===== src/sarc_pkg.sv =====
package sarc_pkg;
   // Register byte offsets on the plain register port
   localparam logic [7:0] OFF_CONTROL   = 8'h00;
   localparam logic [7:0] OFF_POS_CHAN  = 8'h04;
   localparam logic [7:0] OFF_NEG_CHAN  = 8'h08;
   localparam logic [7:0] OFF_STATUS    = 8'h0C;
   localparam logic [7:0] OFF_RESULT    = 8'h10;
   localparam logic [7:0] OFF_SOFT_RST  = 8'h14;
   localparam logic [7:0] OFF_REF_CTRL  = 8'h18;
   localparam logic [7:0] OFF_IRQ_STAT  = 8'h1C;
   localparam logic [7:0] OFF_IRQ_MASK  = 8'h20;

   // Control register fields and result placement
   localparam int CTL_ENABLE_BIT = 7;
   localparam int CTL_POWER_BIT  = 5;
   localparam int CTL_MODE_LSB   = 3;
   localparam int CTL_TYPE_LSB   = 0;
   localparam int RES_LSB        = 16;
   localparam int RES_BITS       = 12;

   // Reset values
   localparam logic [7:0] CONTROL_RST  = 8'h00;
   localparam logic [4:0] CHAN_RST     = 5'h00;
   localparam logic [7:0] REF_RST      = 8'h00;
   localparam logic [11:0] RESULT_RST  = 12'h000;

   // Mode, trigger and temperature channel codes
   localparam logic [1:0] MODE_SINGLE = 2'h0;
   localparam logic [1:0] MODE_DIFF   = 2'h1;
   localparam logic [1:0] MODE_PSEUDO = 2'h2;
   localparam logic [2:0] TYPE_PIN    = 3'h0;
   localparam logic [2:0] TYPE_SINGLE = 3'h3;
   localparam logic [2:0] TYPE_CONT   = 3'h4;
   localparam logic [4:0] CHAN_TEMP   = 5'h10;

   // Timing
   localparam int CLK_MHZ      = 100;
   localparam int ACQ_NS       = 200;
   localparam int ACQ_CYCLES   = (ACQ_NS * CLK_MHZ + 999) / 1000;
   localparam logic [4:0] ACQ_CNT = 5'(ACQ_CYCLES);

   // Analog switch positions: positive input 0 = sampling (A), 1 = conversion (B); balance switch closed (1) while sampling
   typedef enum logic [1:0] {SARC_NEG_CHAN, SARC_NEG_GND, SARC_NEG_REF} sarc_neg_t;
   typedef struct packed {
      logic      balance_closed;
      logic      pos_sw_b;
      sarc_neg_t neg_sel;
   } sarc_sw_t;

   typedef struct packed {
      logic       wr;
      logic       rd;
      logic [7:0] addr;
      logic [31:0] wdata;
   } sarc_bus_t;
endpackage : sarc_pkg


===== src/sarc_ctrl.sv =====
`timescale 1ns/1ns
`default_nettype none
// Summary of operation
// Completion sets status bit 0
// Result read clears status bit 0
// Result sits in bits 27:16
// Soft reset bit 0 restores defaults
// Acquire: balance closed, switches sampling
// Convert: balance open, switches converting
// Done when search rebalances comparator
// Pseudo: negative channel then reference
// Single-ended: negative side grounded
// Channel code 0x10 selects temperature sensor
// Software powers up, waits, starts continuous
// Reference bit 0 drives reference pin
// DAC runs only with reference enabled
// Single software conversion clears type field
// Mode 00 single, 01 diff, 10 pseudo
// Twelve steps, MSB first, one bit each
module sarc_ctrl
   import sarc_pkg::*;
(
   input  wire logic                clk,
   input  wire logic                sys_rst,
   input  wire logic [7:0]          reg_addr,
   input  wire logic [31:0]         reg_wdata,
   input  wire logic                reg_wr,
   input  wire logic                reg_rd,
   output logic [31:0]              reg_rdata,
   input  wire logic                external_convert_pin,
   input  wire logic                timer_trigger,
   input  wire logic                cmp_high,
   output logic [RES_BITS-1:0]      dac_trial,
   output logic                     comparator_balance_switch,
   output logic                     positive_input_switch,
   output logic [1:0]               negative_input_switch,
   output logic [4:0]               mux_pos_chan,
   output logic [4:0]               mux_neg_chan,
   output logic                     temp_sensor_sel,
   output logic                     adc_powered,
   output logic                     ref_pin_enable,
   output logic                     dac_enable,
   output logic                     irq
);
   typedef enum logic [1:0] {SARC_IDLE, SARC_ACQ, SARC_CONV} sarc_state_t;

   sarc_bus_t   bus;
   logic        pin_s;
   logic        pin_prev_r, pin_prev_nxt;
   logic        start_req;
   logic        srch_start;
   logic        srch_done;
   logic [RES_BITS-1:0] srch_code;
   logic [RES_BITS-1:0] srch_trial;

   logic [7:0]  control_r, control_nxt;
   logic [4:0]  pos_chan_r, pos_chan_nxt;
   logic [4:0]  neg_chan_r, neg_chan_nxt;
   logic        status_r, status_nxt;
   logic [11:0] result_r, result_nxt;
   logic [7:0]  ref_r, ref_nxt;
   logic        irq_stat_r, irq_stat_nxt;
   logic        irq_mask_r, irq_mask_nxt;
   logic [31:0] rdata_r, rdata_nxt;
   sarc_state_t state_r, state_nxt;
   logic [4:0]  acq_cnt_r, acq_cnt_nxt;
   sarc_sw_t    sw_r, sw_nxt;
   logic        irq_r, dac_en_r;
   logic        soft_rst;

   assign bus = '{wr: reg_wr, rd: reg_rd, addr: reg_addr, wdata: reg_wdata};
   assign soft_rst = bus.wr && bus.addr == OFF_SOFT_RST && bus.wdata[0];

   // Pin is asynchronous to clk
   sarc_sync u_pin_sync
   (
      .clk     (clk),
      .sys_rst (sys_rst),
      .d       (external_convert_pin),
      .q       (pin_s)
   );

   sarc_search u_search
   (
      .clk      (clk),
      .sys_rst  (sys_rst),
      .start    (srch_start),
      .cmp_high (cmp_high),
      .trial    (srch_trial),
      .done     (srch_done),
      .code     (srch_code)
   );

   // Conversion trigger select from the type field
   always_comb
   begin
      pin_prev_nxt = pin_s;
      start_req    = 1'b0;
      if (control_r[CTL_ENABLE_BIT] && control_r[CTL_POWER_BIT])
      begin
         case (control_r[2:0])
            TYPE_PIN:    start_req = pin_s && !pin_prev_r;
            3'h1, 3'h2:  start_req = timer_trigger;
            TYPE_SINGLE: start_req = 1'b1;
            TYPE_CONT:   start_req = 1'b1;
            default:     start_req = 1'b0;
         endcase
      end
   end

   // Switch positions per mode; reserved mode treated as single-ended
   function automatic sarc_sw_t sw_for(input logic conv, input logic [1:0] mode);
      sarc_sw_t s;
      s.balance_closed = !conv;
      s.pos_sw_b       = conv;
      case (mode)
         MODE_DIFF:   s.neg_sel = SARC_NEG_CHAN;
         MODE_PSEUDO: s.neg_sel = conv ? SARC_NEG_REF : SARC_NEG_CHAN;
         default:     s.neg_sel = SARC_NEG_GND;
      endcase
      return s;
   endfunction : sw_for

   // Sequencer: acquisition time, then a twelve step search
   always_comb
   begin
      state_nxt   = state_r;
      acq_cnt_nxt = acq_cnt_r;
      srch_start  = 1'b0;
      case (state_r)
         SARC_IDLE:
         begin
            if (start_req)
            begin
               state_nxt   = SARC_ACQ;
               acq_cnt_nxt = ACQ_CNT;
            end
         end
         SARC_ACQ:
         begin
            if (acq_cnt_r == 5'h00)
            begin
               state_nxt  = SARC_CONV;
               srch_start = 1'b1;
            end
            else
               acq_cnt_nxt = acq_cnt_r - 5'h01;
         end
         SARC_CONV:
            if (srch_done)
               state_nxt = SARC_IDLE;
         default:
            state_nxt = SARC_IDLE;
      endcase
      if (soft_rst || !control_r[CTL_POWER_BIT])
         state_nxt = SARC_IDLE;
      sw_nxt = sw_for(state_nxt == SARC_CONV, control_nxt[4:3]); // Next mode keeps switches in step with the register
   end

   // Register file next values; a conversion finish beats a clearing read
   always_comb
   begin
      control_nxt  = control_r;
      pos_chan_nxt = pos_chan_r;
      neg_chan_nxt = neg_chan_r;
      status_nxt   = status_r;
      result_nxt   = result_r;
      ref_nxt      = ref_r;
      irq_stat_nxt = irq_stat_r;
      irq_mask_nxt = irq_mask_r;
      rdata_nxt    = 32'h00000000;
      if (bus.wr)
      begin
         case (bus.addr)
            OFF_CONTROL:  control_nxt  = bus.wdata[7:0];
            OFF_POS_CHAN: pos_chan_nxt = bus.wdata[4:0];
            OFF_NEG_CHAN: neg_chan_nxt = bus.wdata[4:0];
            OFF_REF_CTRL: ref_nxt      = {7'h00, bus.wdata[0]};
            OFF_IRQ_STAT: if (bus.wdata[0]) irq_stat_nxt = 1'b0;
            OFF_IRQ_MASK: irq_mask_nxt = bus.wdata[0];
            default:      ;
         endcase
      end
      if (bus.rd)
      begin
         case (bus.addr)
            OFF_CONTROL:  rdata_nxt = {24'h000000, control_r};
            OFF_POS_CHAN: rdata_nxt = {27'h0000000, pos_chan_r};
            OFF_NEG_CHAN: rdata_nxt = {27'h0000000, neg_chan_r};
            OFF_STATUS:   rdata_nxt = {31'h00000000, status_r};
            OFF_RESULT:
            begin
               rdata_nxt  = {4'h0, result_r, 16'h0000};
               status_nxt = 1'b0;
            end
            OFF_REF_CTRL: rdata_nxt = {24'h000000, ref_r};
            OFF_IRQ_STAT: rdata_nxt = {31'h00000000, irq_stat_r};
            OFF_IRQ_MASK: rdata_nxt = {31'h00000000, irq_mask_r};
            default:      rdata_nxt = 32'h00000000;
         endcase
      end
      if (srch_done && state_r == SARC_CONV)
      begin
         result_nxt   = srch_code;
         status_nxt   = 1'b1;
         irq_stat_nxt = 1'b1;
         if (control_r[2:0] == TYPE_SINGLE && !(bus.wr && bus.addr == OFF_CONTROL))
            control_nxt[2:0] = TYPE_PIN;
      end
      if (soft_rst)
      begin
         control_nxt  = CONTROL_RST;
         pos_chan_nxt = CHAN_RST;
         neg_chan_nxt = CHAN_RST;
         status_nxt   = 1'b0;
         result_nxt   = RESULT_RST;
         ref_nxt      = REF_RST;
         irq_stat_nxt = 1'b0;
         irq_mask_nxt = 1'b0;
      end
   end

   // All state registers but the output flops below
   always_ff @(posedge clk)
   begin
      if (sys_rst)
      begin
         control_r  <= CONTROL_RST;
         pos_chan_r <= CHAN_RST;
         neg_chan_r <= CHAN_RST;
         status_r   <= 1'b0;
         result_r   <= RESULT_RST;
         ref_r      <= REF_RST;
         irq_stat_r <= 1'b0;
         irq_mask_r <= 1'b0;
         rdata_r    <= 32'h00000000;
         state_r    <= SARC_IDLE;
         acq_cnt_r  <= 5'h00;
         sw_r       <= '{balance_closed: 1'b1, pos_sw_b: 1'b0, neg_sel: SARC_NEG_GND};
         pin_prev_r <= 1'b0;
         irq_r      <= 1'b0;
         dac_en_r   <= 1'b0;
      end
      else
      begin
         control_r  <= control_nxt;
         pos_chan_r <= pos_chan_nxt;
         neg_chan_r <= neg_chan_nxt;
         status_r   <= status_nxt;
         result_r   <= result_nxt;
         ref_r      <= ref_nxt;
         irq_stat_r <= irq_stat_nxt;
         irq_mask_r <= irq_mask_nxt;
         rdata_r    <= rdata_nxt;
         state_r    <= state_nxt;
         acq_cnt_r  <= acq_cnt_nxt;
         sw_r       <= sw_nxt;
         pin_prev_r <= pin_prev_nxt;
         irq_r      <= irq_stat_nxt & irq_mask_nxt;
         dac_en_r   <= ref_nxt[0];
      end
   end

   // Outputs; mux codes pass through a register so they settle with the switches
   logic [4:0] mux_pos_r, mux_neg_r;
   logic       temp_r, pwr_r;
   always_ff @(posedge clk)
   begin
      if (sys_rst)
      begin
         mux_pos_r <= CHAN_RST;
         mux_neg_r <= CHAN_RST;
         temp_r    <= 1'b0;
         pwr_r     <= 1'b0;
      end
      else
      begin
         mux_pos_r <= pos_chan_nxt;
         mux_neg_r <= neg_chan_nxt;
         temp_r    <= (pos_chan_nxt == CHAN_TEMP);
         pwr_r     <= control_nxt[CTL_POWER_BIT];
      end
   end

   assign reg_rdata                 = rdata_r;
   assign comparator_balance_switch = sw_r.balance_closed;
   assign positive_input_switch     = sw_r.pos_sw_b;
   assign negative_input_switch     = sw_r.neg_sel;
   assign mux_pos_chan              = mux_pos_r;
   assign mux_neg_chan              = mux_neg_r;
   assign temp_sensor_sel           = temp_r;
   assign adc_powered               = pwr_r;
   assign ref_pin_enable            = ref_r[0];
   assign dac_enable                = dac_en_r;
   assign irq                       = irq_r;
   assign dac_trial                 = srch_trial; // Already a flop inside the search

   a_done_sets_flag: assert property (@(posedge clk) disable iff (sys_rst)
      (srch_done && state_r == SARC_CONV && !soft_rst) |=> status_r && result_r == $past(srch_code))
      else $error("completion did not set status");
   a_read_clears_flag: assert property (@(posedge clk) disable iff (sys_rst)
      (bus.rd && bus.addr == OFF_RESULT && !srch_done) |=> !status_r)
      else $error("result read did not clear status");
   a_result_place: assert property (@(posedge clk) disable iff (sys_rst)
      (bus.rd && bus.addr == OFF_RESULT) |=> reg_rdata == {4'h0, $past(result_r), 16'h0000})
      else $error("result misplaced");
   a_soft_reset: assert property (@(posedge clk) disable iff (sys_rst)
      soft_rst |=> control_r == CONTROL_RST && ref_r == REF_RST && !status_r)
      else $error("soft reset left state");
   a_acq_switch: assert property (@(posedge clk) disable iff (sys_rst)
      (state_r == SARC_ACQ) |-> comparator_balance_switch && !positive_input_switch)
      else $error("switches wrong in acquisition");
   a_conv_switch: assert property (@(posedge clk) disable iff (sys_rst)
      (state_r == SARC_CONV) |-> !comparator_balance_switch && positive_input_switch)
      else $error("switches wrong in conversion");
   a_conv_length: assert property (@(posedge clk) disable iff (sys_rst)
      (srch_done && state_r == SARC_CONV) |-> $past(state_r, 12) == SARC_CONV && $past(state_r, 13) == SARC_ACQ)
      else $error("conversion not twelve steps long");
   a_pseudo_ref: assert property (@(posedge clk) disable iff (sys_rst)
      (state_r == SARC_CONV && control_r[4:3] == MODE_PSEUDO) |-> negative_input_switch == SARC_NEG_REF)
      else $error("pseudo mode not on reference");
   a_single_gnd: assert property (@(posedge clk) disable iff (sys_rst)
      (state_r != SARC_IDLE && control_r[4:3] == MODE_SINGLE) |-> negative_input_switch == SARC_NEG_GND)
      else $error("single-ended not grounded");
   a_single_type: assert property (@(posedge clk) disable iff (sys_rst)
      (srch_done && state_r == SARC_CONV && control_r[2:0] == TYPE_SINGLE && !bus.wr) |=> control_r[2:0] == TYPE_PIN)
      else $error("single type not cleared");
   a_dac_gate: assert property (@(posedge clk) disable iff (sys_rst)
      dac_enable |-> ref_pin_enable)
      else $error("dac on without reference");
   // Switch and register checks that the bench also reaches directly
   a_diff_chan: assert property (@(posedge clk) disable iff (sys_rst)
      (state_r != SARC_IDLE && control_r[4:3] == MODE_DIFF) |-> negative_input_switch == SARC_NEG_CHAN)
      else $error("differential mode not on channel");
   a_ref_pin: assert property (@(posedge clk) disable iff (sys_rst)
      (bus.wr && bus.addr == OFF_REF_CTRL) |=> ref_pin_enable == $past(bus.wdata[0]))
      else $error("reference pin not following control bit");
   a_temp_sel: assert property (@(posedge clk) disable iff (sys_rst)
      (bus.wr && bus.addr == OFF_POS_CHAN) |=> temp_sensor_sel == ($past(bus.wdata[4:0]) == CHAN_TEMP))
      else $error("temperature channel select wrong");
endmodule : sarc_ctrl
`default_nettype wire


===== src/sarc_sync.sv =====
`timescale 1ns/1ns
`default_nettype none
// Two-stage synchroniser for the external convert pin
module sarc_sync
(
   input  wire logic clk,
   input  wire logic sys_rst,
   input  wire logic d,
   output logic      q
);
   logic meta_r;
   logic q_r;

   // First stage feeds only the second
   always_ff @(posedge clk)
   begin
      if (sys_rst)
      begin
         meta_r <= 1'b0;
         q_r    <= 1'b0;
      end
      else
      begin
         meta_r <= d;
         q_r    <= meta_r;
      end
   end
   assign q = q_r;
endmodule : sarc_sync
`default_nettype wire


===== src/sarc_search.sv =====
`timescale 1ns/1ns
`default_nettype none
// Successive approximation register: one bit per step, MSB first
module sarc_search
   import sarc_pkg::*;
(
   input  wire logic                clk,
   input  wire logic                sys_rst,
   input  wire logic                start,
   input  wire logic                cmp_high,
   output logic [RES_BITS-1:0]      trial,
   output logic                     done,
   output logic [RES_BITS-1:0]      code
);
   logic [RES_BITS-1:0] code_r, code_nxt;
   logic [RES_BITS-1:0] bit_r, bit_nxt;
   logic                done_r, done_nxt;
   logic [RES_BITS-1:0] trial_r, trial_nxt;

   // Keep or drop the trial bit, then move to the next lower one
   always_comb
   begin
      code_nxt = code_r;
      bit_nxt  = bit_r;
      done_nxt = 1'b0;
      if (start)
      begin
         code_nxt = '0;
         bit_nxt  = {1'b1, {(RES_BITS-1){1'b0}}};
      end
      else if (bit_r != '0)
      begin
         code_nxt = cmp_high ? (code_r | bit_r) : code_r;
         bit_nxt  = bit_r >> 1;
         done_nxt = (bit_r == {{(RES_BITS-1){1'b0}}, 1'b1});
      end
      // Trial is registered here so the DAC shows the bit under test, not the one before
      trial_nxt = code_nxt | bit_nxt;
   end

   always_ff @(posedge clk)
   begin
      if (sys_rst)
      begin
         code_r <= '0;
         bit_r  <= '0;
         done_r <= 1'b0;
         trial_r <= '0;
      end
      else
      begin
         code_r <= code_nxt;
         bit_r  <= bit_nxt;
         done_r <= done_nxt;
         trial_r <= trial_nxt;
      end
   end

   assign trial = trial_r;
   assign done  = done_r;
   assign code  = code_r;
endmodule : sarc_search
`default_nettype wire


===== config.mk =====
export PLATFORM = sky130hd
export DESIGN_NAME = sarc_ctrl
export DESIGN_NICKNAME = d
export VERILOG_FILES = /design/src/sarc_pkg.sv /design/src/sarc_ctrl.sv /design/src/sarc_sync.sv /design/src/sarc_search.sv
export SDC_FILE = /design/constraint.sdc
export NUM_CORES = 1
export LEC_CHECK = 0
export ABC_AREA = 1
export BUFFER_PORTS_ARGS = -buffer_cell sky130_fd_sc_hd__buf_2
export CAP_MARGIN = 20
export CELL_PAD_IN_SITES_DETAIL_PLACEMENT = 1
export CELL_PAD_IN_SITES_GLOBAL_PLACEMENT = 2
export CORE_MARGIN = 8
export CORE_UTILIZATION = 30
export DETAILED_ROUTE_END_ITERATION = 16
export GPL_ROUTABILITY_DRIVEN = 0
export PLACE_DENSITY = 0.85
export SKIP_CTS_REPAIR_TIMING = 1
export SYNTH_ARGS = -nofsm -noshare
export SYNTH_HDL_FRONTEND = slang
export SYNTH_SLANG_ARGS = --single-unit

===== constraint.sdc =====
create_clock -name clk -period 1.8 [get_ports clk]
set_clock_uncertainty 0.05 [all_clocks]
set_input_delay 0.27 -clock clk [delete_from_list [all_inputs] [get_ports clk]]
set_output_delay 0.27 -clock clk [all_outputs]
set_load 0.01 [all_outputs]

==> results_dict.tcl, run 1 <==
set metrics [dict create \
    syn_inst 516 \
    synth_area_mm2 0.004190 \
    numCtsBuffers 9 \
    synthFlopType "dfxtp_1" \
    synth_enable_flop_cells 0 \
    final-max-slew-violation-count 0 \
    n_fill_cell 1707 \
    setup_tns_ps 0 \
    ys_async_sr_fraction_pct 0 \
    cts_buffer_depth 2 \
    hold_start "external_convert_pin" \
    period_minus_slack_ps 1537 \
    status "completed" \
    drive_gt1_share_pct 26.32 \
    synth.distinct_cells 36 \
    syn_to_final_growth_pct 21.80 \
    clk_latency_ps 350 \
    initial_core_util_pct 30.42 \
    stdcell_count 788 \
    arrival_ps 1770 \
    dpl-instance-area_mm2 0.004796 \
    std_cell_rows 43 \
    clk_pin_slew_ps 70 \
    hold_viol_final 0 \
    dp_hpwl_um 8708 \
    period_share_pct 85.36 \
    ant_nets 0 \
    hold_class "primary input to flop" \
    drtIter0Drc 158 \
    path_cells "inv_1 > ha_1 > nand3_1 > nand2_1 > nand2_1 > inv_1 > nand2_1 > a21oi_1" \
    max_freq_ghz 0.6508 \
    drcViolationCount 0 \
    max_stage_delay_ps 310 \
    maxCapViolCount 0 \
    power_density_mw_per_mm2 896.3 \
    via_count 3507 \
    wl_per_cell_um 14.24 \
    grt_usage_pct 13.00 \
    clock_sinks 107 \
    cp-startpoint "acq_cnt_r[0]" \
    grt_pass1_wl_um 18620 \
    coreArea_mm2 0.01377 \
    multi_input_area_mm2 0.001687 \
    syn_area_per_cell_um2 8.121 \
    root_buffer "clkbuf_16" \
    die_area_mm2 0.01801 \
    dpl.cell_count 772 \
    timing_worst_setup_path_type "flop to flop" \
    cts_tree "yes" \
    die_w_um 134.2 \
    ys_ff_latch 107 \
    rsz0062_at_grt "no" \
    first_global_vias 3760 \
    grt_max_degree 22 \
    required_ps 2030 \
    pin_count 110 \
    ys_seq_area_share_pct 51.12 \
    grt_antenna_before_repair 0 \
    final_cell_area_mm2 0.005104 \
    wl_um 11220 \
    timing.rr.start "acq_cnt_r[0]" \
    gr-total-overflow 0 \
    register_area_mm2 0.002142 \
    worstSetupEndpointType "flop" \
    worstPathMaxFanout 5 \
    io_buffers 73 \
    viasPerCell 4.451 \
    drtPass1Iterations 4 \
    die_height_um 134.2 \
    cts_max_level 3 \
    layout.nets 653 \
    crit_family "simple AND/OR/NAND/NOR gates" \
    ir_worst_vdd_mv 0.4663 \
    critical_path.slowest_cell "dfxtp_1" \
    critPathMostFrequentCell "nand2_1" \
    leakage_nw 2.257 \
    critPathBufInv 2 \
    setup_violations 0 \
    ys_warn_count 0 \
    antenna_cells 0 \
    cp-start-kind "flop" \
]
-- final timing paths --
kind	end	slack (ps)	depth (start not counted)
setup / recovery	acq_cnt_r[0]	260	8
hold / removal	u_pin_sync.meta_r	70	3
setup reg to reg	acq_cnt_r[0]	260	8
hold reg to reg	u_pin_sync.q	370	2
-- layer usage --
metal / part of all wire (%) / GRT usage [%] / routed length [um]
met5: 0 / 0 / 0
met4: 1.7 / 5.427 / 188
met3: 4.9 / 3.179 / 551
met2: 49 / 21.62 / 5465
met1: 45 / 15.66 / 5014
-- placed cells by master (no fill, tap or decap), types with 2 or more instances in the layout --
master,n
inv_1,54
buf_4,18
o21ai_1,6
o21ai_0,10
nand2_2,3
a211oi_1,2
inv_8,2
nor2_2,24
nand3_2,4
nor2_1,62
o21bai_1,2
clkbuf_16,9
nand2_4,2
buf_2,73
nand2_1,98
conb_1,12
dfxtp_1,107
nand3_1,31
ha_1,3
nor2_4,9
nand4_1,2
nor3_1,3
a21oi_1,49
inv_2,5
-- per-stage QoR --
step | power [W] | hold WS (ps) | util [%] | setup slack (ps)
floorplan | 0.002537 | 327.0 | - | 203.0
global placement | 0.002586 | 345.4 | 34.82 | 31.94
detailed placement | 0.002590 | 363.5 | 34.82 | 9.040
CTS | 0.004630 | 68.95 | 37.05 | 233.0
global route | 0.004748 | 89.34 | 37.05 | 51.03
finish | 0.004575 | 74.80 | 37.05 | 263.5
-- kinds of logic after synthesis --
kind of cell,count (synthesis),share of synthesized area [%]
AOI/OAI and AO/OA,74,9.466
xor gates and xnor gates,1,0.2091
adders and majority gates,3,0.8959
buffers and inverters,86,9.615
DFF,107,51.12
other,1,0.08949
and+or+nand+nor,244,28.61
-- cell type report --
class | count | area share (%)
clock buffers | 9 | 4.413
inverters | 59 | 4.339
flip-flops and latches | 107 | 41.97
well taps | 180 | 4.413
multi-input cells | 334 | 33.05
repair buffers | 92 | 10.20
clock inverters | 7 | 1.618
-- worst reg2reg max path, stage by stage (launching register included) --
cell and delay, ps:
dfxtp_1 310, inv_1 120, ha_1 240, nand3_1 150
nand2_1 80, nand2_1 120, inv_1 200, nand2_1 70
a21oi_1 140
-- registers in the layout, summed over array words and instances (netlist names), 5 cells and up --
name / count
reg_rdata: 20
result_r: 12
u_search.bit_r: 12
u_search.code: 12
u_search.trial: 12
control_r: 8
acq_cnt_r: 5
mux_neg_chan: 5
mux_pos_chan: 5
-- cell usage after synthesis (all sizes together) (2+ instances only) --
| library cell | n | area [um^2] |
|---|---|---|
| dfxtp | 107 | 2142 |
| nand2 | 103 | 409.1 |
| nor2 | 96 | 504.2 |
| inv | 59 | 221.5 |
| a21oi | 50 | 254.0 |
| nand3 | 36 | 212.7 |
| buf | 24 | 170.2 |
| o21ai | 16 | 80.08 |
| nor3 | 4 | 25.02 |
| clkbuf | 3 | 11.26 |
| ha | 3 | 37.54 |
| nand4 | 3 | 33.78 |
| a211oi | 2 | 15.01 |
| o21bai | 2 | 15.01 |
-- power by group --
group          switching (W)  internal (W)  leakage, nW
clock               0.000937       0.00110        0.150
combinational       0.000114     0.0000497         1.25
sequential        0.00000139       0.00237        0.862
total                0.00105       0.00352         2.26
(Power assumes the default switching activity.)
==> inputs of run 2 (changes only) <==
--- a/config.mk
+++ b/config.mk
@@ -14,6 +14,7 @@
 export CORE_UTILIZATION = 30
 export DETAILED_ROUTE_END_ITERATION = 16
 export GPL_ROUTABILITY_DRIVEN = 0
+export MAX_ROUTING_LAYER = met4
 export PLACE_DENSITY = 0.85
 export SKIP_CTS_REPAIR_TIMING = 1
 export SYNTH_ARGS = -nofsm -noshare
==> results_dict.tcl, run 2 (synthesis results as in run 1) <==
set metrics [dict create \
    initial_core_util_pct 30.42 \
    hold_class "primary input to flop" \
    viasPerCell 4.458 \
    critical_path.slowest_cell "dfxtp_1" \
    final_cell_mix "dfxtp_1 (107), nand2_1 (98), buf_2 (73), nor2_1 (62), inv_1 (54)" \
    ir_worst_vdd_mv 0.4657 \
    pin_count 110 \
    worstPathMaxFanout 5 \
    antenna_cells 0 \
    cts_max_level 3 \
    n_fill_cell 1707 \
    clock_sinks 107 \
    critPathMostFrequentCell "nand2_1" \
    grt_pass1_wl_um 18560 \
    period_share_pct 85.75 \
    largest_reg_flops 20 \
    path_cells "inv_1 > ha_1 > nand3_1 > nand2_1 > nand2_1 > inv_1 > nand2_1 > a21oi_1" \
    grt_antenna_before_repair 0 \
    period_minus_slack_ps 1544 \
    cts_tree "yes" \
    clk_latency_ps 350 \
    io_buffers 73 \
    cp-start-kind "flop" \
    die_w_um 134.2 \
    wl_um 11250 \
    clk_pin_slew_ps 70 \
    syn_to_final_growth_pct 21.80 \
    setup_tns_ps 0 \
    layout_commonest_cell "dfxtp_1" \
    timing_worst_setup_path_type "flop to flop" \
    multi_input_area_mm2 0.001687 \
    dp_hpwl_um 8708 \
    grt_max_degree 22 \
    required_ps 2030 \
    first_global_vias 3773 \
    setup_violations 0 \
    ant_nets 0 \
    power_w 0.004584 \
    coreArea_mm2 0.01377 \
    wl_per_cell_um 14.27 \
    drcViolationCount 0 \
    final-max-slew-violation-count 0 \
    root_buffer "clkbuf_16" \
    maxCapViolCount 0 \
    register_area_mm2 0.002142 \
    drtPass1Iterations 4 \
    drive_gt1_share_pct 26.32 \
    final_cell_area_mm2 0.005104 \
    max_freq_ghz 0.6479 \
    max_stage_delay_ps 310 \
    hold_viol_final 0 \
    power_density_mw_per_mm2 898.3 \
    gr-total-overflow 0 \
    dpl-instance-area_mm2 0.004796 \
    worstSetupEndpointType "flop" \
    cts_buffer_depth 2 \
    arrival_ps 1780 \
    die_area_mm2 0.01801 \
    status "completed" \
    drtIter0Drc 150 \
    leakage_nw 2.257 \
    die_height_um 134.2 \
    grt_usage_pct 13.34 \
    std_cell_rows 43 \
    via_count 3513 \
    r2r_cells 8 \
    rsz0062_at_grt "no" \
    numCtsBuffers 9 \
    layout.nets 653 \
    whs_path_depth 3 \
]
-- run 2: cell counts in the layout (fill, tap and decap cells not counted) --
Identical to the previous run, type by type.
-- run 2: power by group --
group | switching, W | internal [W]
clock | 0.000947 | 0.00110
sequential | 0.00000138 | 0.00237
combinational | 0.000114 | 0.0000497
total | 0.00106 | 0.00352
-- run 2: worst max-delay path: cells and delay by family (launching register included) --
family / cells / cell delay [ps]
flops: 1 / 310
compound gates: 1 / 140
fa+ha+maj: 1 / 240
simple gates: 4 / 420
buf+inv: 2 / 320
-- run 2: worst paths after layout --
path,start,slack [ps],endpoint
min reg2reg,u_pin_sync.meta_r,370,u_pin_sync.q
max,acq_cnt_r[0],260,acq_cnt_r[0]
max reg2reg,acq_cnt_r[0],260,acq_cnt_r[0]
min,external_convert_pin,70,u_pin_sync.meta_r
-- run 2: layout make-up --
cell class,count,share of cell area [%]
Clock buffer,9,4.413
Clock inverter,7,1.618
Inverter,59,4.339
Multi-Input combinational cell,334,33.05
Sequential cell,107,41.97
Tap cell,180,4.413
Timing Repair Buffer,92,10.20
-- run 2: through the flow --
stage | instances | setup slack (ps) | util (%) | hold slack, ps
after floorplan | 527 | 203.0 | - | 327.0
after global placement | 772 | 31.94 | 34.82 | 345.4
after detailed placement | 772 | 9.040 | 34.82 | 363.5
after CTS | 788 | 233.0 | 37.05 | 68.95
after global routing | 788 | 51.13 | 37.05 | 89.32
final | 788 | 256.5 | 37.05 | 71.17
-- run 2: metal layers --
layer / share of wire [%] / vias up / wire (um) / global-route usage (%)
met5: 0 / - / 0 / -
met2: 49 / 73 / 5529 / 21.70
met3: 4.4 / 10 / 497 / 2.917
met4: 1.3 / 0 / 144 / 5.427
met1: 45 / 1658 / 5073 / 15.71
li1: - / 1772 / - / -
==> inputs of run 3 (changes only) <==
--- a/config.mk
+++ b/config.mk
@@ -5,7 +5,6 @@
 export SDC_FILE = /design/constraint.sdc
 export NUM_CORES = 1
 export LEC_CHECK = 0
-export ABC_AREA = 1
 export BUFFER_PORTS_ARGS = -buffer_cell sky130_fd_sc_hd__buf_2
 export CAP_MARGIN = 20
 export CELL_PAD_IN_SITES_DETAIL_PLACEMENT = 1
@@ -15,7 +14,8 @@
 export DETAILED_ROUTE_END_ITERATION = 16
 export GPL_ROUTABILITY_DRIVEN = 0
 export MAX_ROUTING_LAYER = met4
-export PLACE_DENSITY = 0.85
+export PLACE_DENSITY = 0.82
+export RECOVER_POWER = 50
 export SKIP_CTS_REPAIR_TIMING = 1
 export SYNTH_ARGS = -nofsm -noshare
 export SYNTH_HDL_FRONTEND = slang
==> results_dict.tcl, run 3 <==
set metrics [dict create \
    synth_top_area_share_pct 53.32 \
    synth_enable_flop_cells 0 \
    cts_buffer_depth 2 \
    coreArea_mm2 0.01314 \
    worstPathMaxFanout 6 \
    status "completed" \
    max_freq_ghz 0.5725 \
    final-max-slew-violation-count 0 \
    max_slew_margin_pct 60.97 \
    leakage_nw 2.003 \
    clk_pin_slew_ps 70 \
    io_buffers 73 \
    numCtsBuffers 9 \
    syn_area_per_cell_um2 9.543 \
    rsz0062_at_grt "yes" \
    r2r_cells 7 \
    setup_violations 0 \
    timing.rr.start "acq_cnt_r[1]" \
    gr-total-overflow 0 \
    required_ps 1990 \
    yosys-top-cells-count "dfxtp_1 (107), nor2_1 (54), a21oi_1 (48)" \
    root_buffer "clkbuf_16" \
    drive_gt1_share_pct 16.73 \
    layout_commonest_cell "dfxtp_1" \
    setup_ws_ps 53.22 \
    initial_core_util_pct 30.58 \
    largest_reg_flops 20 \
    via_count 3200 \
    antenna_cells 0 \
    final_cell_mix "dfxtp_1 (105), clkbuf_1 (60), nor2_1 (54), a21oi_1 (46), nand2_1 (39)" \
    pin_count 110 \
    power_density_mw_per_mm2 908.5 \
    ys_async_sr_fraction_pct 0 \
    cts_tree "yes" \
    hold_viol_final 0 \
    timing_worst_setup_path_type "flop to flop" \
    die_area_mm2 0.01735 \
    clk_latency_ps 350 \
    hold_class "primary input to flop" \
    n_fill_cell 1571 \
    arrival_ps 1940 \
    die_w_um 131.7 \
    setup_tns_ps 0 \
    viasPerCell 4.558 \
    worstSetupEndpointType "flop" \
    std_cell_rows 42 \
    synth_area_mm2 0.004018 \
    first_global_vias 3381 \
    maxCapViolCount 0 \
    dp_hpwl_um 7975 \
    grt_pass1_wl_um 17130 \
    drcViolationCount 0 \
    period_share_pct 97.04 \
    grt_antenna_before_repair 0 \
    whs_path_depth 2 \
    clock_sinks 107 \
    synthFlopType "dfxtp_1" \
    place_worst_setup_slack_ps -128.0 \
    cp-startpoint "acq_cnt_r[1]" \
    cts_max_level 3 \
    drtIter0Drc 167 \
    hold_start "external_convert_pin" \
    wl_per_cell_um 15.23 \
    ir_worst_vdd_mv 0.4848 \
    ys_ff_latch 107 \
    synth.most_common_cell "dfxtp_1" \
    synth.distinct_cells 51 \
    tightest_slew_ps 585.4 \
    grt_usage_pct 12.61 \
    ys_seq_area_share_pct 53.32 \
    ys_warn_count 0 \
    drtPass1Iterations 4 \
    synthTopCellsByArea "dfxtp_1 (53%), a21oi_1 (6.0%), nor2_1 (5.0%)" \
    ant_nets 0 \
    period_minus_slack_ps 1747 \
    syn_inst 421 \
    grt_max_degree 36 \
    cp-start-kind "flop" \
    syn_to_final_growth_pct 24.85 \
    wl_um 10690 \
    synth.largest_area_cell "dfxtp_1" \
    die_height_um 131.7 \
    layout.nets 571 \
]
==> run 3: changes by cell type in the layout (fill, tap and decap cells not counted), moves of 9 or more <==
cell	change
nand2_1	-59
and2_1	+12
nor2_2	-24
nand3_1	-17
inv_1	-37
buf_2	-53
clkbuf_1	+60
mux2i_1	+16
nor2_4	-9
==> run 3: power by group <==
part           total [W]  internal (W)  switching [W]
sequential       0.00237       0.00237     0.00000136
combinational   0.000201     0.0000795       0.000121
clock            0.00199       0.00110       0.000888
total            0.00456       0.00355        0.00101
==> run 3: cell type report <==
class                   count  area [um^2]  area share, %
flip-flops and latches    107         2145          42.75
multi-input cells         277         1677          33.42
repair buffers            107        608.1          12.12
clock buffers              12        236.5          4.714
well taps                 176        220.2          4.390
inverters                  19        71.32          1.422
clock inverters             4        58.81          1.172
==> run 3: worst max-delay path: stages, from the launching register on <==
cell	delay (ps)
dfxtp_2	330
inv_2	80
ha_4	130
or4b_4	480
nand2b_4	190
nand2b_4	170
clkbuf_16	170
a21oi_1	40
==> run 3: path summary, 6_finish.rpt <==
path / endpoint / slack, ps
setup reg to reg: u_search.trial[4] / 50
hold / removal: u_pin_sync.meta_r / 90
setup / recovery: u_search.trial[4] / 50
hold reg to reg: result_r[7] / 400
==> run 3: metal layers <==
| layer | vias up | track usage [%] | wire length (um) |
|---|---|---|---|
| met2 | 62 | 21.69 | 5417 |
| met3 | 10 | 4.002 | 404 |
| met1 | 1521 | 13.57 | 4717 |
| met5 | - | - | 0 |
| li1 | 1607 | - | - |
| met4 | 0 | 4.020 | 152 |
==> run 3: stage by stage <==
step	utilization, %	std cells	hold WS (ps)	cell area [um^2]	power, W
final	38.18	702	90.94	5016	0.004557
after global routing	38.18	702	104.8	5016	0.004741
after CTS	37.85	696	79.31	4972	0.004603
after detailed placement	35.60	680	387.9	4677	0.002605
after global placement	35.60	680	390.5	4677	0.002603
after floorplan	-	432	291.6	4086	0.002540
==> run 3: kinds of logic (layout without fill, tap and decap cells) <==
| logic type | Yosys count | in the layout | share of synthesized area (%) |
|---|---|---|---|
| simple gates | 171 | 171 | 22.92 |
| flops | 107 | 107 | 53.32 |
| compound gates | 70 | 70 | 10.22 |
| buf+inv | 48 | 142 | 7.257 |
| mux | 19 | 19 | 4.827 |
| fa+ha+maj | 3 | 3 | 0.9344 |
| xor+xnor | 2 | 2 | 0.4361 |
| other cells | 1 | 12 | 0.09334 |
